**src/core/gir_pkg.sv**
```systemverilog
package gir_pkg;

    // Host register select codes, as {select0, select1, select2}.
    localparam logic [2:0] SEL_STATUS_ZERO   = 3'h0;
    localparam logic [2:0] SEL_STATUS_ONE    = 3'h1;
    localparam logic [2:0] SEL_ADDRESS_VIEW  = 3'h2;
    localparam logic [2:0] SEL_MASK_ZERO     = 3'h0;
    localparam logic [2:0] SEL_MASK_ONE      = 3'h1;
    localparam logic [2:0] SEL_AUX_COMMAND   = 3'h3;
    localparam logic [2:0] SEL_ADDRESS_SET   = 3'h4;

    // Status register zero layout; the two summary bits sit on top.
    localparam int ST0_SUMMARY_ZERO = 7;
    localparam int ST0_SUMMARY_ONE  = 6;
    localparam int ST0_BYTE_IN      = 5;
    localparam int ST0_BYTE_OUT     = 4;
    localparam int ST0_END          = 3;
    localparam int ST0_SERIAL_POLL  = 2;
    localparam int ST0_REMOTE_CHG   = 1;
    localparam int ST0_MY_ADDR_CHG  = 0;

    // Status register one layout.
    localparam int ST1_TRIGGER      = 7;
    localparam int ST1_HANDSHAKE    = 6;
    localparam int ST1_UNKNOWN_CMD  = 5;
    localparam int ST1_SECONDARY    = 4;
    localparam int ST1_DEVICE_CLEAR = 3;
    localparam int ST1_MY_ADDRESS   = 2;
    localparam int ST1_SERVICE_REQ  = 1;
    localparam int ST1_IFC          = 0;

    // Events of status one that hold off the accept handshake when unmasked.
    localparam logic [7:0] HOLDOFF_EVENTS = 8'hFC;

    // Address status view layout.
    localparam int AV_REMOTE        = 7;
    localparam int AV_LOCKOUT       = 6;
    localparam int AV_ATTENTION     = 5;
    localparam int AV_LISTEN_PRIM   = 4;
    localparam int AV_TALK_PRIM     = 3;
    localparam int AV_LISTEN_ADDR   = 2;
    localparam int AV_TALK_ADDR     = 1;
    localparam int AV_LAST_LSB      = 0;

    // Address setting layout.
    localparam int AS_DUAL_ENABLE   = 7;
    localparam int AS_LISTEN_OFF    = 6;
    localparam int AS_TALK_OFF      = 5;
    localparam int AS_ADDR_MSB      = 4;

    // Auxiliary command byte layout.
    localparam int AUX_CS_BIT       = 7;
    localparam int AUX_FUNC_W       = 5;
    localparam int AUX_COUNT        = 23;

    localparam logic [4:0] AUX_CHIP_RESET     = 5'h00;
    localparam logic [4:0] AUX_RELEASE_ACCEPT = 5'h01;
    localparam logic [4:0] AUX_FORCE_TRIGGER  = 5'h06;
    localparam logic [4:0] AUX_RETURN_LOCAL   = 5'h07;
    localparam logic [4:0] AUX_DISABLE_INT    = 5'h13;
    localparam logic [4:0] AUX_PASS_SECONDARY = 5'h14;
    localparam logic [4:0] AUX_LAST_CODE      = 5'h16;

    // One bit per code that keeps clear/set state; the rest are pulses.
    localparam logic [AUX_COUNT-1:0] AUX_CS_CAPABLE = 23'h69C6D9;
    // Hardware reset leaves the chip reset command active.
    localparam logic [AUX_COUNT-1:0] AUX_MODE_RESET = 23'h000001;

    // Trigger pulse for a pulsed force-trigger command.
    localparam int CLOCK_PERIOD_PS  = 8000;
    localparam int TRIG_PULSE_US    = 1;
    localparam int TRIG_CYCLES      = TRIG_PULSE_US * 1000000 / CLOCK_PERIOD_PS;
    localparam int TRIG_CNT_W       = 8;

    localparam logic [7:0] BYTE_ZERO = 8'h00;

endpackage

```
**src/core/gir_registers.sv**
```systemverilog
`timescale 1ns/1ps
// Behaviour
// - Event bits in both status registers set on their event, whatever the mask.
// - Each summary bit is the OR of status bits ANDed with their masks.
// - Reading a status register clears it.
// - Interrupt line is the NOR of both summaries unless disable interrupt is set; summaries clear by reads and by chip reset.
// - Hardware reset and chip reset command clear both status registers.
// - Byte in, byte out, end and remote/local change events have fixed meaning.
// - Unknown command also flags secondaries under pass-through; secondary address flag.
// - Serial poll event needs request bit; service request needs controller in charge.
// - Masks keep their value until rewritten; only unmasked events raise the line.
// - Unmasked holdoff events hold the accept handshake until release command.
// - Address view shows remote, lockout, attention, addressed states, last LSB.
// - Address view is sampled live at each read, not stored.
// - Address setting holds five address bits plus dual, listen and talk disables.
// - Dual addressing makes the comparator ignore the address LSB.
// - Talk disable blocks talker match; listen disable blocks listener match.
// - Command byte: clear/set flag on top, five-bit function code, 23 codes.
// - Clear/set commands set with flag one and stay until written with zero.
// - Pulse-only commands give a one-cycle pulse per write and keep no state.
// - Force trigger pulses with flag zero, holds high with flag one.
// - Return local clears remote; with flag one blocks remote until cleared.
// - Under local lockout return local does nothing.
// - Three select lines and active-low chip enable; reads and writes differ.
module gir_registers #(
    parameter int TRIG_PULSE_CYCLES = gir_pkg::TRIG_CYCLES
) (
    input  wire logic                           clock,
    input  wire logic                           rst,
    input  wire logic                           host_ce_n,
    input  wire logic                           host_we_n,
    input  wire logic                           host_dbin,
    input  wire logic [2:0]                     host_rs,
    input  wire logic [7:0]                     host_data_in,
    output logic      [7:0]                     host_data_out,
    output logic                                host_data_oe,
    output logic                                int_n,
    input  wire logic                           ev_byte_in,
    input  wire logic                           ev_byte_out,
    input  wire logic                           ev_end,
    input  wire logic                           ev_serial_poll,
    input  wire logic                           request_service_bit,
    input  wire logic                           ev_my_address_change,
    input  wire logic                           ev_trigger,
    input  wire logic                           ev_handshake_error,
    input  wire logic                           ev_unknown_cmd,
    input  wire logic                           ev_secondary_cmd,
    input  wire logic                           ev_secondary_addr,
    input  wire logic                           ev_device_clear,
    input  wire logic                           ev_my_address,
    input  wire logic                           ev_service_request,
    input  wire logic                           controller_in_charge,
    input  wire logic                           ev_interface_clear,
    input  wire logic                           remote_enable,
    input  wire logic                           local_lockout,
    input  wire logic                           attention,
    input  wire logic                           listen_primary,
    input  wire logic                           talk_primary,
    input  wire logic                           listen_addressed,
    input  wire logic                           talk_addressed,
    input  wire logic                           last_address_lsb,
    input  wire logic                           compare_valid,
    input  wire logic                           compare_talk,
    input  wire logic [gir_pkg::AUX_FUNC_W-1:0] compare_address,
    output logic                                listen_match,
    output logic                                talk_match,
    output logic                                far_control_bit,
    output logic                                accept_holdoff,
    output logic                                trigger_out,
    output logic                                pass_next_secondary,
    output logic [7:0]                          address_setting,
    output logic [gir_pkg::AUX_COUNT-1:0]       aux_mode,
    output logic [gir_pkg::AUX_COUNT-1:0]       aux_pulse
);
    import gir_pkg::*;

    if (TRIG_PULSE_CYCLES < 1 || TRIG_PULSE_CYCLES >= (1 << TRIG_CNT_W)) begin : g_trig_check
        $error("TRIG_PULSE_CYCLES out of range");
    end

    localparam logic [TRIG_CNT_W-1:0] TRIG_LOAD = TRIG_CNT_W'(TRIG_PULSE_CYCLES);

    typedef struct packed {
        logic                  ce_n_meta;
        logic                  ce_n_sync;
        logic                  we_n_meta;
        logic                  we_n_sync;
        logic                  dbin_meta;
        logic                  dbin_sync;
        logic [2:0]            rs_meta;
        logic [2:0]            rs_sync;
        logic [7:0]            din_meta;
        logic [7:0]            din_sync;
        logic                  read_prev;
        logic                  write_prev;
        logic [5:0]            status_zero;
        logic [7:0]            status_one;
        logic [5:0]            mask_zero;
        logic [7:0]            mask_one;
        logic [7:0]            address_setting;
        logic [AUX_COUNT-1:0]  aux_mode;
        logic [AUX_COUNT-1:0]  aux_pulse;
        logic [TRIG_CNT_W-1:0] trig_count;
        logic                  trigger_out;
        logic                  far_control;
        logic                  pass_next;
        logic                  accept_holdoff;
        logic                  int_n;
        logic [7:0]            data_out;
        logic                  data_oe;
        logic                  listen_match;
        logic                  talk_match;
    } gir_state_t;

    localparam gir_state_t STATE_RESET = '{
        ce_n_meta:   1'b1,
        ce_n_sync:   1'b1,
        we_n_meta:   1'b1,
        we_n_sync:   1'b1,
        int_n:       1'b1,
        aux_mode:    AUX_MODE_RESET,
        default:     '0
    };

    gir_state_t state;
    gir_state_t next_state;

    always_comb begin
        logic                  read_now;
        logic                  write_now;
        logic                  read_start;
        logic                  write_start;
        logic                  chip_idle;
        logic                  cs_flag;
        logic [4:0]            func;
        logic [5:0]            set_zero;
        logic [7:0]            set_one;
        logic                  summary_zero;
        logic                  summary_one;
        logic [7:0]            live_view;
        logic [3:0]            addr_diff;
        logic                  addr_hit;
        logic                  rtl_clear;
        logic                  next_remote;

        next_state = state;
        read_now = 1'b0;
        write_now = 1'b0;
        read_start = 1'b0;
        write_start = 1'b0;
        chip_idle = 1'b0;
        cs_flag = 1'b0;
        func = '0;
        set_zero = '0;
        set_one = '0;
        summary_zero = 1'b0;
        summary_one = 1'b0;
        live_view = '0;
        addr_diff = '0;
        addr_hit = 1'b0;
        rtl_clear = 1'b0;
        next_remote = 1'b0;

        // Host pins are asynchronous, so each passes two flops first.
        next_state.ce_n_meta = host_ce_n;
        next_state.ce_n_sync = state.ce_n_meta;
        next_state.we_n_meta = host_we_n;
        next_state.we_n_sync = state.we_n_meta;
        next_state.dbin_meta = host_dbin;
        next_state.dbin_sync = state.dbin_meta;
        next_state.rs_meta   = host_rs;
        next_state.rs_sync   = state.rs_meta;
        next_state.din_meta  = host_data_in;
        next_state.din_sync  = state.din_meta;

        // A read and a write to one select code reach different registers.
        read_now  = !state.ce_n_sync && state.dbin_sync && state.we_n_sync;
        write_now = !state.ce_n_sync && !state.dbin_sync && !state.we_n_sync;
        read_start  = read_now && !state.read_prev;
        write_start = write_now && !state.write_prev;
        next_state.read_prev  = read_now;
        next_state.write_prev = write_now;

        cs_flag = state.din_sync[AUX_CS_BIT];
        func    = state.din_sync[AUX_FUNC_W-1:0];
        chip_idle = state.aux_mode[AUX_CHIP_RESET];

        // Pulses last exactly one cycle and carry no memory.
        next_state.aux_pulse = '0;

        // Auxiliary command decode.
        if (write_start && state.rs_sync == SEL_AUX_COMMAND && func <= AUX_LAST_CODE) begin
            if (AUX_CS_CAPABLE[func]) begin
                if (func != AUX_RETURN_LOCAL || !local_lockout) begin
                    next_state.aux_mode[func] = cs_flag;
                end
            end else begin
                next_state.aux_pulse[func] = 1'b1;
            end
            if (func == AUX_RETURN_LOCAL && !local_lockout) begin
                rtl_clear = 1'b1;
            end
            if (func == AUX_FORCE_TRIGGER) begin
                next_state.trig_count = cs_flag ? '0 : TRIG_LOAD;
            end
        end else if (state.trig_count != '0) begin
            next_state.trig_count = state.trig_count - 1'b1;
        end
        next_state.trigger_out = next_state.aux_mode[AUX_FORCE_TRIGGER]
                               || (next_state.trig_count != '0);

        // Other write registers.
        if (write_start) begin
            unique case (state.rs_sync)
                SEL_MASK_ZERO:   next_state.mask_zero = state.din_sync[5:0];
                SEL_MASK_ONE:    next_state.mask_one  = state.din_sync;
                SEL_ADDRESS_SET: next_state.address_setting = state.din_sync;
                default: ;
            endcase
        end

        // Remote state: a held return-local blocks remote enable.
        next_remote = state.far_control;
        if (rtl_clear) begin
            next_remote = 1'b0;
        end else if (remote_enable && !next_state.aux_mode[AUX_RETURN_LOCAL]) begin
            next_remote = 1'b1;
        end
        next_state.far_control = next_remote;

        // Pass-through of the next secondary command.
        if (next_state.aux_pulse[AUX_PASS_SECONDARY]) begin
            next_state.pass_next = 1'b1;
        end else if (ev_secondary_cmd) begin
            next_state.pass_next = 1'b0;
        end

        // Events are sampled regardless of mask; the chip reset keeps them out.
        set_zero[ST0_BYTE_IN]     = ev_byte_in;
        set_zero[ST0_BYTE_OUT]    = ev_byte_out;
        set_zero[ST0_END]         = ev_end;
        set_zero[ST0_SERIAL_POLL] = ev_serial_poll && request_service_bit;
        set_zero[ST0_REMOTE_CHG]  = next_remote != state.far_control;
        set_zero[ST0_MY_ADDR_CHG] = ev_my_address_change;
        set_one[ST1_TRIGGER]      = ev_trigger;
        set_one[ST1_HANDSHAKE]    = ev_handshake_error;
        set_one[ST1_UNKNOWN_CMD]  = ev_unknown_cmd
                                  || (ev_secondary_cmd && state.pass_next);
        set_one[ST1_SECONDARY]    = ev_secondary_addr;
        set_one[ST1_DEVICE_CLEAR] = ev_device_clear;
        set_one[ST1_MY_ADDRESS]   = ev_my_address;
        set_one[ST1_SERVICE_REQ]  = ev_service_request && controller_in_charge;
        set_one[ST1_IFC]          = ev_interface_clear;

        // Live address view, captured at the moment of the read.
        live_view[AV_REMOTE]      = state.far_control;
        live_view[AV_LOCKOUT]     = local_lockout;
        live_view[AV_ATTENTION]   = attention;
        live_view[AV_LISTEN_PRIM] = listen_primary;
        live_view[AV_TALK_PRIM]   = talk_primary;
        live_view[AV_LISTEN_ADDR] = listen_addressed;
        live_view[AV_TALK_ADDR]   = talk_addressed;
        live_view[AV_LAST_LSB]    = last_address_lsb;

        summary_zero = |(state.status_zero & state.mask_zero);
        summary_one  = |(state.status_one & state.mask_one);

        // Read path; a status read clears the register but a same-cycle event survives.
        if (read_start) begin
            next_state.data_oe = 1'b1;
            unique case (state.rs_sync)
                SEL_STATUS_ZERO: begin
                    next_state.data_out = {summary_zero, summary_one, state.status_zero};
                    next_state.status_zero = '0;
                end
                SEL_STATUS_ONE: begin
                    next_state.data_out = state.status_one;
                    next_state.status_one = '0;
                end
                SEL_ADDRESS_VIEW: next_state.data_out = live_view;
                default:          next_state.data_out = BYTE_ZERO;
            endcase
        end else if (!read_now) begin
            next_state.data_oe = 1'b0;
        end

        if (chip_idle) begin
            next_state.status_zero = '0;
            next_state.status_one  = '0;
        end else begin
            next_state.status_zero = next_state.status_zero | set_zero;
            next_state.status_one  = next_state.status_one | set_one;
        end

        // Unmasked holdoff events stall the handshake until the release pulse.
        if (chip_idle) begin
            next_state.accept_holdoff = 1'b0;
        end else if (|(set_one & state.mask_one & HOLDOFF_EVENTS)) begin
            next_state.accept_holdoff = 1'b1;
        end else if (next_state.aux_pulse[AUX_RELEASE_ACCEPT]) begin
            next_state.accept_holdoff = 1'b0;
        end

        // The line follows the new status so it falls on the same edge as the bits set.
        next_state.int_n = next_state.aux_mode[AUX_DISABLE_INT]
                         || !(|(next_state.status_zero & next_state.mask_zero)
                              || |(next_state.status_one & next_state.mask_one));

        // Address comparator.
        addr_diff = compare_address[4:1] ^ state.address_setting[AS_ADDR_MSB:1];
        addr_hit  = (addr_diff == '0)
                  && (state.address_setting[AS_DUAL_ENABLE]
                      || compare_address[0] == state.address_setting[0]);
        next_state.listen_match = compare_valid && !compare_talk && addr_hit
                                && !state.address_setting[AS_LISTEN_OFF];
        next_state.talk_match   = compare_valid && compare_talk && addr_hit
                                && !state.address_setting[AS_TALK_OFF];
    end

    always_ff @(posedge clock or posedge rst) begin
        if (rst) begin
            state <= STATE_RESET;
        end else begin
            state <= next_state;
        end
    end

    assign host_data_out       = state.data_out;
    assign host_data_oe        = state.data_oe;
    assign int_n               = state.int_n;
    assign listen_match        = state.listen_match;
    assign talk_match          = state.talk_match;
    assign far_control_bit     = state.far_control;
    assign accept_holdoff      = state.accept_holdoff;
    assign trigger_out         = state.trigger_out;
    assign pass_next_secondary = state.pass_next;
    assign address_setting     = state.address_setting;
    assign aux_mode            = state.aux_mode;
    assign aux_pulse           = state.aux_pulse;

endmodule

```
**config.mk**
```make
export PLATFORM = sky130hd
export DESIGN_NAME = gir_registers
export DESIGN_NICKNAME = d
export VERILOG_FILES = /design/src/core/gir_pkg.sv /design/src/core/gir_registers.sv
export SDC_FILE = /design/constraint.sdc
export NUM_CORES = 1
export LEC_CHECK = 0
export CELL_PAD_IN_SITES_DETAIL_PLACEMENT = 1
export CELL_PAD_IN_SITES_GLOBAL_PLACEMENT = 1
export CORE_ASPECT_RATIO = 0.75
export CORE_MARGIN = 5
export CORE_UTILIZATION = 40
export CTS_BUF_LIST = sky130_fd_sc_hd__clkbuf_8 sky130_fd_sc_hd__clkbuf_16
export DETAILED_ROUTE_END_ITERATION = 6
export DONT_BUFFER_PORTS = 1
export PLACE_DENSITY_LB_ADDON = 0.1
export SYNTH_ARGS = -nofsm -noshare
export SYNTH_HDL_FRONTEND = slang
export SYNTH_SLANG_ARGS = --single-unit
```
**constraint.sdc**
```tcl
create_clock -name clock -period 8.44 [get_ports clock]
set_input_delay 1.266 -clock clock [delete_from_list [all_inputs] [get_ports clock]]
set_output_delay 1.266 -clock clock [all_outputs]
set_load 0.02 [all_outputs]
```
Word-level counts from Yosys, hierarchy flattened

Memories as Yosys holds them, arrays and structs flattened.
Cells that the tools add are included.

ROM bits: 32
Memories: 1
Bits in registers: 136

Memories:

| memory          | depth | width | read ports | clocked after memory_dff | wr ports | line                 | source |
|---|---|---|---|---|---|---|---|
| (no name shown) | 32    | 1     | 1          | 0                        | 0        | gir_registers.sv:193 | `if (AUX_CS_CAPABLE[func]) begin` |

Reductions and logical operators: 51
Mux-type cells: 32
$lt $le $gt $ge: 3
Equal/unequal tests: 10
$add $sub $neg: 1
Bitwise operators: 8

Operator list:

| operator            | count |
|---|---|
| $mux 8              | 6 |
| $mux 43             | 1 |
| $mux 20             | 2 |
| $mux 14             | 2 |
| $and 8x8->8         | 3 |
| $pmux 8 s3          | 1 |
| $bwmux 23           | 1 |
| $mux 23             | 1 |
| $mux 22             | 1 |
| $logic_and 1x1->1   | 21 |
| $reduce_or 6->1     | 3 |
| $reduce_bool 8->1   | 2 |
| $reduce_or 8->1     | 2 |
| $mux 1              | 13 |
| $and 6x6->6         | 2 |
| $mux 6              | 2 |
| $logic_not 1->1     | 11 |
| $eq 5x3->1 const B  | 2 |
| $or 8x8->8          | 1 |
| $sub 8x1->8 const B | 1 |
| $mux 7              | 1 |
| $eq 3x2->1 const B  | 2 |
| $logic_or 1x1->1    | 6 |
| $lt 5x6->1 const B  | 1 |
| 17 further kinds    | 17 |

Logic depth before layout (Yosys ltp)

Gate-level depths: netlist of the first run.

Depth in word-level cells: 20
Gate-level depth with buffers: 9
Depth with buffers taken out: 8

Least setup slack after synthesis of the first run

Ideal clock, no wire load.

Path kind: input-to-reg
From: input port local_lockout
To: register state (netlist bit trigger_out)
Arrival: 2403 ps
Library setup time: 135 ps
Required time: 8305 ps
Buffers on the path: 0
Slack: 5902 ps
Stages: 6
Path through: inv_1 -> nor2_1 -> a2111oi_0 -> mux2_2 -> nor3_1 -> nand4b_1

RTL lines:

| what                 | line                 | source |
|---|---|---|
| start, declared      | gir_registers.sv:55  | `input wire logic local_lockout,` |
| end signal, assigned | gir_registers.sv:324 | `state <= next_state;` |
| end, declared        | gir_registers.sv:125 | `gir_state_t state;` |

==> results of run 1 <==
==> cell usage after synthesis, drive strengths merged, types with 6 or more instances <==
master and count:
nor4 11, a21oi 6, nand2 28, nand2b 12, nor3 18, mux2i 8
mux2 39, nand3 6, a22oi 10, and2 7, dfstp 6, buf 65
a22o 19, nor2 35, ha 6, o21ai 16, clkbuf 15, o211ai 6
inv 14, dfrtp 130
==> flip-flops by register name (all words and copies together), names as in the netlist <==
signal and flops:
next_state 14, accept_holdoff 1, pass_next_secondary 1, trigger_out 1
listen_match 1, talk_match 1, far_control_bit 1, state 52
aux_mode 23, host_data_oe 1, int_n 1, aux_pulse 23
host_data_out 8, address_setting 8
==> per-layer routing <==
layer	wire length [um]	global-route usage (%)
met1	7508	25.87
met4	204	6.231
met3	1235	6.578
met2	6656	25.27
met5	0	0
==> final timing paths <==
path                            startpoint               to  depth (start not counted)
max in group asynchronous              rst  next_state[111]                          2
hold reg to reg            next_state[115]       state[115]                          0
min in group asynchronous              rst  next_state[113]                          1
setup / recovery                state[108]            int_n                          8
hold / removal             next_state[115]       state[115]                          0
setup reg to reg                state[108]            int_n                          8
==> power groups by stage <==
stage               clock, mW  combinational [mW]  sequential (mW)
finish                  0.741               0.202            0.795
global route            0.791               0.226            0.804
CTS                     0.756               0.204            0.795
detailed placement          0               0.202            0.805
global placement            0               0.198            0.804
floorplan                   0               0.204            0.756
==> placed cells by master (no fill, tap or decap), types with 5 or more instances in the layout <==
cell type,n
a22o_1,19
nand3_1,6
and2_1,7
nor3_1,18
clkbuf_16,17
mux2_2,34
nand2_1,28
dfstp_2,6
o211ai_1,6
nand2b_1,12
ha_1,6
o21ai_0,15
mux2i_1,8
mux2_1,5
a21oi_1,6
nor2_1,34
inv_1,15
a22oi_1,10
nor4_1,9
dfrtp_1,130
==> cell type report <==
cell class | count | area [um2] | share of cell area (%)
inverter | 14 | 57.56 | 0.8958
multi-input combinational | 290 | 2100 | 32.68
tap | 205 | 256.5 | 3.992
clock buffer | 20 | 466.7 | 7.264
sequential | 136 | 3411 | 53.09
timing repair buffer | 1 | 7.507 | 0.1168
clock inverter | 12 | 126.4 | 1.967
==> logic make-up (layout without fill, tap and decap cells) <==
family / count (synthesis) / in the layout / share of synthesized area (%)
XOR/XNOR: 5 / 5 / 0.7182
flip-flops: 136 / 136 / 55.93
multiplexers: 47 / 47 / 8.515
buffers and inverters: 94 / 47 / 9.643
AO/OA/AOI/OAI: 88 / 88 / 11.16
AND/OR/NAND/NOR: 144 / 144 / 12.80
adder cells (fa/ha/maj): 6 / 6 / 1.231
==> impl_metrics.tcl, run 1 <==
set metrics [dict create \
    clock_path_buffers 2 \
    nNetsFinal 513 \
    worstHoldPathType "reg -> reg" \
    cts_resized 0 \
    power.switching_mw 0.4792 \
    crit_family "simple AND/OR/NAND/NOR gates" \
    dpl_cell_area_um2 5832 \
    synth_edf_count 0 \
    drt_iter0_markers 241 \
    grt_pass1_vias 3941 \
    post_cts_buffers 0 \
    power_frac_seq_pct 45.7 \
    worstMarginPinSlew_ps 1166 \
    cpPeakStageDelay_ps 640 \
    synthFlopType "dfrtp_1" \
    worst-setup-path-type "reg -> reg" \
    dieArea_um2 17840 \
    htree_levels 4 \
    ys_ff_latch 136 \
    hold_viol 0 \
    die_y_um 116.9 \
    max_freq_mhz 322.4 \
    pwr-share-comb_pct 11.6 \
    gp_congestion 0.8050 \
    clock_skew_ps 8.742 \
    whs_ps 346.8 \
    grt_pass1_wl_um 24430 \
    status "complete, no violations" \
    synth_top_area_share_pct 53.34 \
    grt_max_degree 71 \
    worstPathMaxFanout 10 \
    clock_latency_ps 430 \
    pin_count 117 \
    crit_path_cell_trace "inv_1, ha_1, and3b_1, o21ai_1, nand2_1, nor4_1, mux2i_1, o31ai_1" \
    peakVddDrop_v 0.0001447 \
    crit_slowest_cell "o21ai_1" \
    period_share_pct 36.75 \
    yosys_warnings 0 \
    stdcell_count 678 \
    drt-total-wl_um 15610 \
    cp.required_ps 8770 \
    synthesis.instances 520 \
    dr.pass1.iters 4 \
    dp_hpwl_um 11150 \
    grt.total_usage_pct 18.03 \
    max-cap-violations 0 \
    drcViolationCount 0 \
    rrSetupSlack_ps 5340 \
    ys_seq_area_share_pct 55.93 \
    power.static_leakage_nw 2.810 \
    synthTopCellsByArea "dfrtp_1 (53%), buf_4 (7.6%), mux2_2 (6.3%)" \
    root_buffer "clkbuf_16" \
    rows 39 \
    pre_cts_slack_ps 5382 \
    start_util_pct 40.44 \
    io_buffers 0 \
    avgSynthCellArea_um2 11.73 \
    dp_cells 646 \
    syn2layout_area_growth_pct 5.355 \
    report.power.total_mw 1.738 \
    cts_tree "yes" \
    syn-num-nets 573 \
    vias 3729 \
    die_x_um 152.6 \
    path_clk_slew_ps 60 \
    fin_crit_ps 3102 \
    powerDensity_nw_per_um2 270.5 \
    synthArstFlopShare_pct 100.0 \
    routed_via_density 5.500 \
    internal_power_mw 1.259 \
    cts_buffers 17 \
    tns_ps 0 \
    critPathCaptureType "register" \
    synth_cell_types 65 \
    core_um2 15080 \
    fin_area_um2 6425 \
    start_kind "register" \
    slew_viol_final 0 \
    grt_overflow_total 0 \
    path_buf_inv 1 \
    p_sw_share_pct 27.57 \
    grt_setup_unrepaired "false" \
    fillCellCount 1593 \
    cts_sinks 136 \
    setup_viol 0 \
    n_antenna_cell 0 \
    timing.slew.headroom_pct 21.55 \
    antenna_found_initial 0 \
    worst_slack_ps 5338 \
    final_util_pct 42.61 \
    arrival_ps 3440 \
    synth.largest_area_cell "dfrtp_1" \
    power.clock.fraction_pct 42.7 \
    hold_buffers 0 \
    wl_per_cell_um 23.02 \
    layout-drive-gt1-share_pct 17.12 \
    ant_nets 0 \
    syn-cell-area_um2 6098 \
]
Power figures use the tool's default switching activity.
==> run 2, diff against run 1 <==
- clock period: 8.44 -> 2.8 ns (I/O delays scaled with it)
==> run 2 against run 1 <==
- global-route usage up 0.37 points
- critical path depth up 1
- via count up 4.0%
- cell area up 6.2%
- sequential power rose to 3.0 times the previous value
- flip-flop and latch count unchanged
- clock-buffer cell count down 1
- register-to-register slack worse by 5200 ps
- clock skew about the same
- die area unchanged
- sequential share of layout area down 3.1 points
- highest routed layer unchanged
==> impl_metrics.tcl, run 2 (synthesis gave the netlist of run 1 again) <==
set metrics [dict create \
    status "complete, no violations" \
    grt.total_usage_pct 18.40 \
    drcViolationCount 0 \
    worstMarginPinSlew_ps 757.9 \
    cts_buffers 17 \
    pre_cts_slack_ps 9.394 \
    hold_viol 0 \
    slew_viol_final 0 \
    antenna_found_initial 0 \
    grt_overflow_total 0 \
    pin_count 117 \
    critPathCaptureType "register" \
    r2r_start "state[108]" \
    cp.required_ps 3100 \
    period_share_pct 94.92 \
    power.clock.fraction_pct 44.4 \
    vias 3877 \
    fin_crit_ps 2658 \
    crit_path_cell_trace "inv_1, ha_1, and3b_1, o21a_1, a211o_4, nor4_4, buf_4, nand3_1, mux2_1" \
    grt_max_degree 53 \
    largest_reg_flops 52 \
    arrival_ps 2960 \
    rr_worst_depth 9 \
    power_frac_seq_pct 43.3 \
    start_util_pct 40.44 \
    worstHoldPathType "in -> reg" \
    dieArea_um2 17840 \
    min_path_cells 0 \
    max-cap-violations 0 \
    internal_power_mw 4.003 \
    setup_viol 0 \
    clock_latency_ps 420 \
    cts_tree "yes" \
    p_sw_share_pct 27.13 \
    crit_start "state[108]" \
    n_antenna_cell 0 \
    gp_congestion 0.8203 \
    pwr-share-comb_pct 12.3 \
    clock_skew_ps 8.864 \
    reg2reg_to "aux_mode[4]" \
    grt_pass1_vias 4173 \
    drt-total-wl_um 15980 \
    layout-drive-gt1-share_pct 21.76 \
    rrSetupSlack_ps 140 \
    htree_levels 4 \
    layout_commonest_cell "dfrtp_1" \
    ant_nets 0 \
    die_x_um 152.6 \
    layout_common_cells "dfrtp_1 (129), mux2_2 (34), nor2_1 (34)" \
    tns_ps 0 \
    nNetsFinal 550 \
    worstPathMaxFanout 6 \
    max_freq_mhz 376.3 \
    worst-setup-path-type "reg -> reg" \
    dp_hpwl_um 11610 \
    core_um2 15080 \
    power.switching_mw 1.490 \
    grt_pass1_wl_um 25030 \
    largest_register "state" \
    dr.pass1.iters 4 \
    clock_path_buffers 2 \
    die_y_um 116.9 \
    worst_slack_ps 142.2 \
    start_kind "register" \
    cpPeakStageDelay_ps 460 \
    power.static_leakage_nw 3.015 \
    path_clk_slew_ps 60 \
    routed_via_density 5.422 \
    root_buffer "clkbuf_16" \
    grt_setup_unrepaired "false" \
    timing.slew.headroom_pct 49.47 \
    drt_iter0_markers 190 \
    crit_slowest_cell "dfrtp_2" \
    rows 39 \
    critPathCapture "aux_mode[4]" \
    io_buffers 0 \
    powerDensity_nw_per_um2 805.1 \
    peakVddDrop_v 0.0004853 \
    cts_sinks 136 \
    wl_per_cell_um 22.35 \
    dpl_cell_area_um2 6036 \
    syn2layout_area_growth_pct 11.88 \
    fin_area_um2 6823 \
]
run 2: per-layer routing:
metal | up-vias | part of all wire, % | track usage [%]
li1 | 1755 | - | -
met1 | 2000 | 48 | 25.52
met2 | 115 | 43 | 26.48
met3 | 7 | 8.6 | 7.424
met4 | 0 | 0.70 | 6.053
met5 | - | 0 | 0
run 2: worst min path at each step:
stage	startpoint	to	slack (ps)
final	host_data_in[3]	next_state[111]	30
after global routing	host_rs[2]	next_state[126]	0.05
after CTS	host_data_in[5]	next_state[113]	1
after detailed placement	next_state[125]	state[125]	340
after global placement	next_state[126]	state[126]	340
after floorplan	next_state[108]	state[108]	330
run 2: what timing repair did:
item                                    4_1_cts  5_1_grt
buffers inserted                              0        1
resized for setup                             1        4
endpoints found under the setup margin        1        3
hold buffers                                  3        9
endpoints found under the hold margin        20        9
pin swaps                                     0        1
run 2: area by class of cell:
class                      count  area, um2
inverter                      14      56.30
clock buffer                  19      452.9
multi-input combinational    290       2113
clock inverter                13      191.4
sequential                   136       3412
timing repair buffer          38      340.3
tap                          205      256.5
fill                        1557       8255
run 2: power groups by stage:
stage | combinational, mW | clock [mW] | sequential, mW
CTS | 0.662 | 2.50 | 2.38
detailed placement | 0.650 | 0 | 2.41
global route | 0.745 | 2.59 | 2.41
finish | 0.676 | 2.44 | 2.38
global placement | 0.630 | 0 | 2.40
floorplan | 0.614 | 0 | 2.28
run 2: through the flow:
step | instances | power, mW | hold slack, ps | utilization [%]
2_1_floorplan | 520 | 2.893 | 331.2 | -
6_report | 715 | 5.493 | 25.83 | 45.25
3_5_place_dp | 670 | 3.062 | 336.3 | 40.03
5_1_grt | 715 | 5.741 | 0.05004 | 45.25
4_1_cts | 705 | 5.540 | 1.156 | 44.51
3_3_place_gp | 670 | 3.034 | 335.2 | 40.03
run 2: worst max-delay path, delay by kind of cell (launching register included):
kind	cells	cell delay (ps)
multiplexers	1	320
adder cells (fa/ha/maj)	1	190
buffers and inverters	2	340
AND/OR/NAND/NOR	3	560
flip-flops	1	460
AO/OA/AOI/OAI	2	660
==> run 3, diff against run 2 <==
- CTS_BUF_LIST: sky130_fd_sc_hd__clkbuf_8 sky130_fd_sc_hd__clkbuf_16 -> sky130_fd_sc_hd__clkbuf_2
==> run 3 against run 2 <==
- clock skew up 16 ps
- maximum frequency up 1.2%
- setup slack better by 31 ps
- first-iteration DRC count down 13%
- die area unchanged
- largest cell class unchanged
- wire length up 1.2%
- sequential share of layout area up 0.19 points
- final cell count up 4.6%
- non-clock buffer count up 33
==> impl_metrics.tcl, run 3 (synthesis gave the netlist of run 1 again) <==
set metrics [dict create \
    timing.slew.headroom_pct 50.50 \
    tns_ps 0 \
    met1_usage_pct 25.61 \
    root_buffer "clkbuf_2" \
    routed_via_density 5.376 \
    busiest_layer "met2" \
    power.static_leakage_nw 3.002 \
    n_antenna_cell 0 \
    period_share_pct 93.82 \
    path_buf_inv 2 \
    clock_latency_ps 690 \
    grt_pass1_wl_um 25450 \
    dp_cells 670 \
    rr_worst_depth 9 \
    cpPeakStageDelay_ps 500 \
    clock_path_buffers 2 \
    dpl_cell_area_um2 6036 \
    dr.pass1.iters 4 \
    pre_cts_slack_ps 9.394 \
    status "complete, no violations" \
    max-cap-violations 0 \
    syn2layout_area_growth_pct 11.53 \
    die_y_um 116.9 \
    cts_buffers 17 \
    grt_max_degree 53 \
    crit_family "compound AO/OA/AOI/OAI gates" \
    layout_commonest_cell "dfrtp_1" \
    grt_setup_unrepaired "false" \
    cp.required_ps 3400 \
    fin_area_um2 6802 \
    setup_viol 0 \
    drt-total-wl_um 16170 \
    powerDensity_nw_per_um2 655.1 \
    path_clk_slew_ps 210 \
    crit_slowest_cell "dfrtp_2" \
    worstHoldPathType "in -> reg" \
    pin_count 117 \
    gp_congestion 0.8203 \
    io_buffers 0 \
    start_kind "register" \
    rows 39 \
    stdcell_count 748 \
    report.power.total_mw 4.456 \
    worstMarginPinSlew_ps 742.6 \
    start_util_pct 40.44 \
    layout-drive-gt1-share_pct 20.99 \
    peakVddDrop_v 0.0004364 \
    arrival_ps 3230 \
    nNetsFinal 583 \
    core_um2 15080 \
    fillCellCount 1578 \
    largest_register "state" \
    cts_tree "yes" \
    rrSetupSlack_ps 170 \
    grt_pass1_vias 4284 \
    drcViolationCount 0 \
    hold_viol 0 \
    fin_crit_ps 2627 \
    r2r_start "state[108]" \
    clock_skew_ps 24.42 \
    crit_cells 9 \
    die_x_um 152.6 \
    ant_nets 0 \
    largest_reg_flops 52 \
    layout_common_cells "dfrtp_1 (127), dlygate4sd3_1 (44), mux2_2 (34), nor2_1 (34), nand2_1 (28)" \
    drt_iter0_markers 165 \
    vias 4021 \
    worstPathMaxFanout 6 \
    slew_viol_final 0 \
    max_freq_mhz 380.7 \
    grt_overflow_total 0 \
    worst-setup-path-type "reg -> reg" \
    dieArea_um2 17840 \
    gr-usage-met2_pct 27.36 \
    dp_hpwl_um 11610 \
    cts_sinks 136 \
    wl_per_cell_um 21.62 \
    crit_start "state[108]" \
    worst_slack_ps 173.0 \
    final_util_pct 45.11 \
    htree_levels 4 \
    antenna_found_initial 0 \
    critPathCaptureType "register" \
    critPathCapture "aux_mode[4]" \
    reg2reg_to "aux_mode[4]" \
    crit_path_cell_trace "inv_1, ha_1, and3b_1, o21a_2, a211o_4, nor4_4, buf_4, nand3_1, mux2_1" \
    grt.total_usage_pct 18.52 \
    whs_ps 107.6 \
    met3_usage_pct 7.497 \
]
-- run 3: changes by cell type in the layout (fill, tap and decap cells not counted), moves of 2 or more --
cell / delta
dlygate4sd3_1: +32
clkbuf_2: +18
clkbuf_16: -17
clkbuf_8: -2
clkinv_1: +2
dfrtp_1: -2
dfrtp_2: +2
-- run 3: worst min path at each step --
stage / startpoint / end / slack (ps) / cells past startpoint
6_report: ev_secondary_addr / accept_holdoff / 110 / 3
5_1_grt: ev_secondary_addr / accept_holdoff / 10 / 3
4_1_cts: ev_secondary_addr / accept_holdoff / 9 / 3
3_5_place_dp: next_state[125] / state[125] / 340 / 0
3_3_place_gp: next_state[126] / state[126] / 340 / 0
2_1_floorplan: next_state[108] / state[108] / 330 / 0
-- run 3: worst reg2reg max path: stages (launching register included) --
cell	delay [ps]
dfrtp_2	500
inv_1	150
ha_1	190
and3b_1	190
o21a_2	260
a211o_4	370
nor4_4	270
buf_4	180
nand3_1	100
mux2_1	320
-- run 3: what timing repair did --
item | in CTS | in global routing
endpoints found under the setup margin | 1 | 4
hold endpoints to repair | 169 | 0
setup buffers | 0 | 2
hold buffers | 44 | 0
gates resized for setup | 1 | 8
pin swaps | 0 | 1
-- run 3: power by group --
part / switching, mW / internal [mW] / total [mW] / leakage, nW
logic: 0.364 / 0.343 / 0.706 / 1.14
registers: 0.241 / 2.14 / 2.38 / 1.69
clock network: 0.769 / 0.601 / 1.37 / 0.166
-- run 3: cell type report --
cell class / instances / area [um2] / share of cell area (%)
tap: 205 / 256.5 / 3.771
clock inverter: 14 / 195.2 / 2.870
timing repair buffer: 71 / 668.1 / 9.823
clock buffer: 18 / 90.09 / 1.325
inverter: 14 / 56.30 / 0.8278
sequential: 136 / 3415 / 50.20
multi-input combinational: 290 / 2121 / 31.18
-- run 3: per-layer routing --
| metal | wire (um) | vias to the layer above |
|---|---|---|
| met4 | 115 | 0 |
| li1 | - | 1823 |
| met2 | 7029 | 125 |
| met5 | 0 | - |
| met1 | 7713 | 2062 |
| met3 | 1315 | 11 |
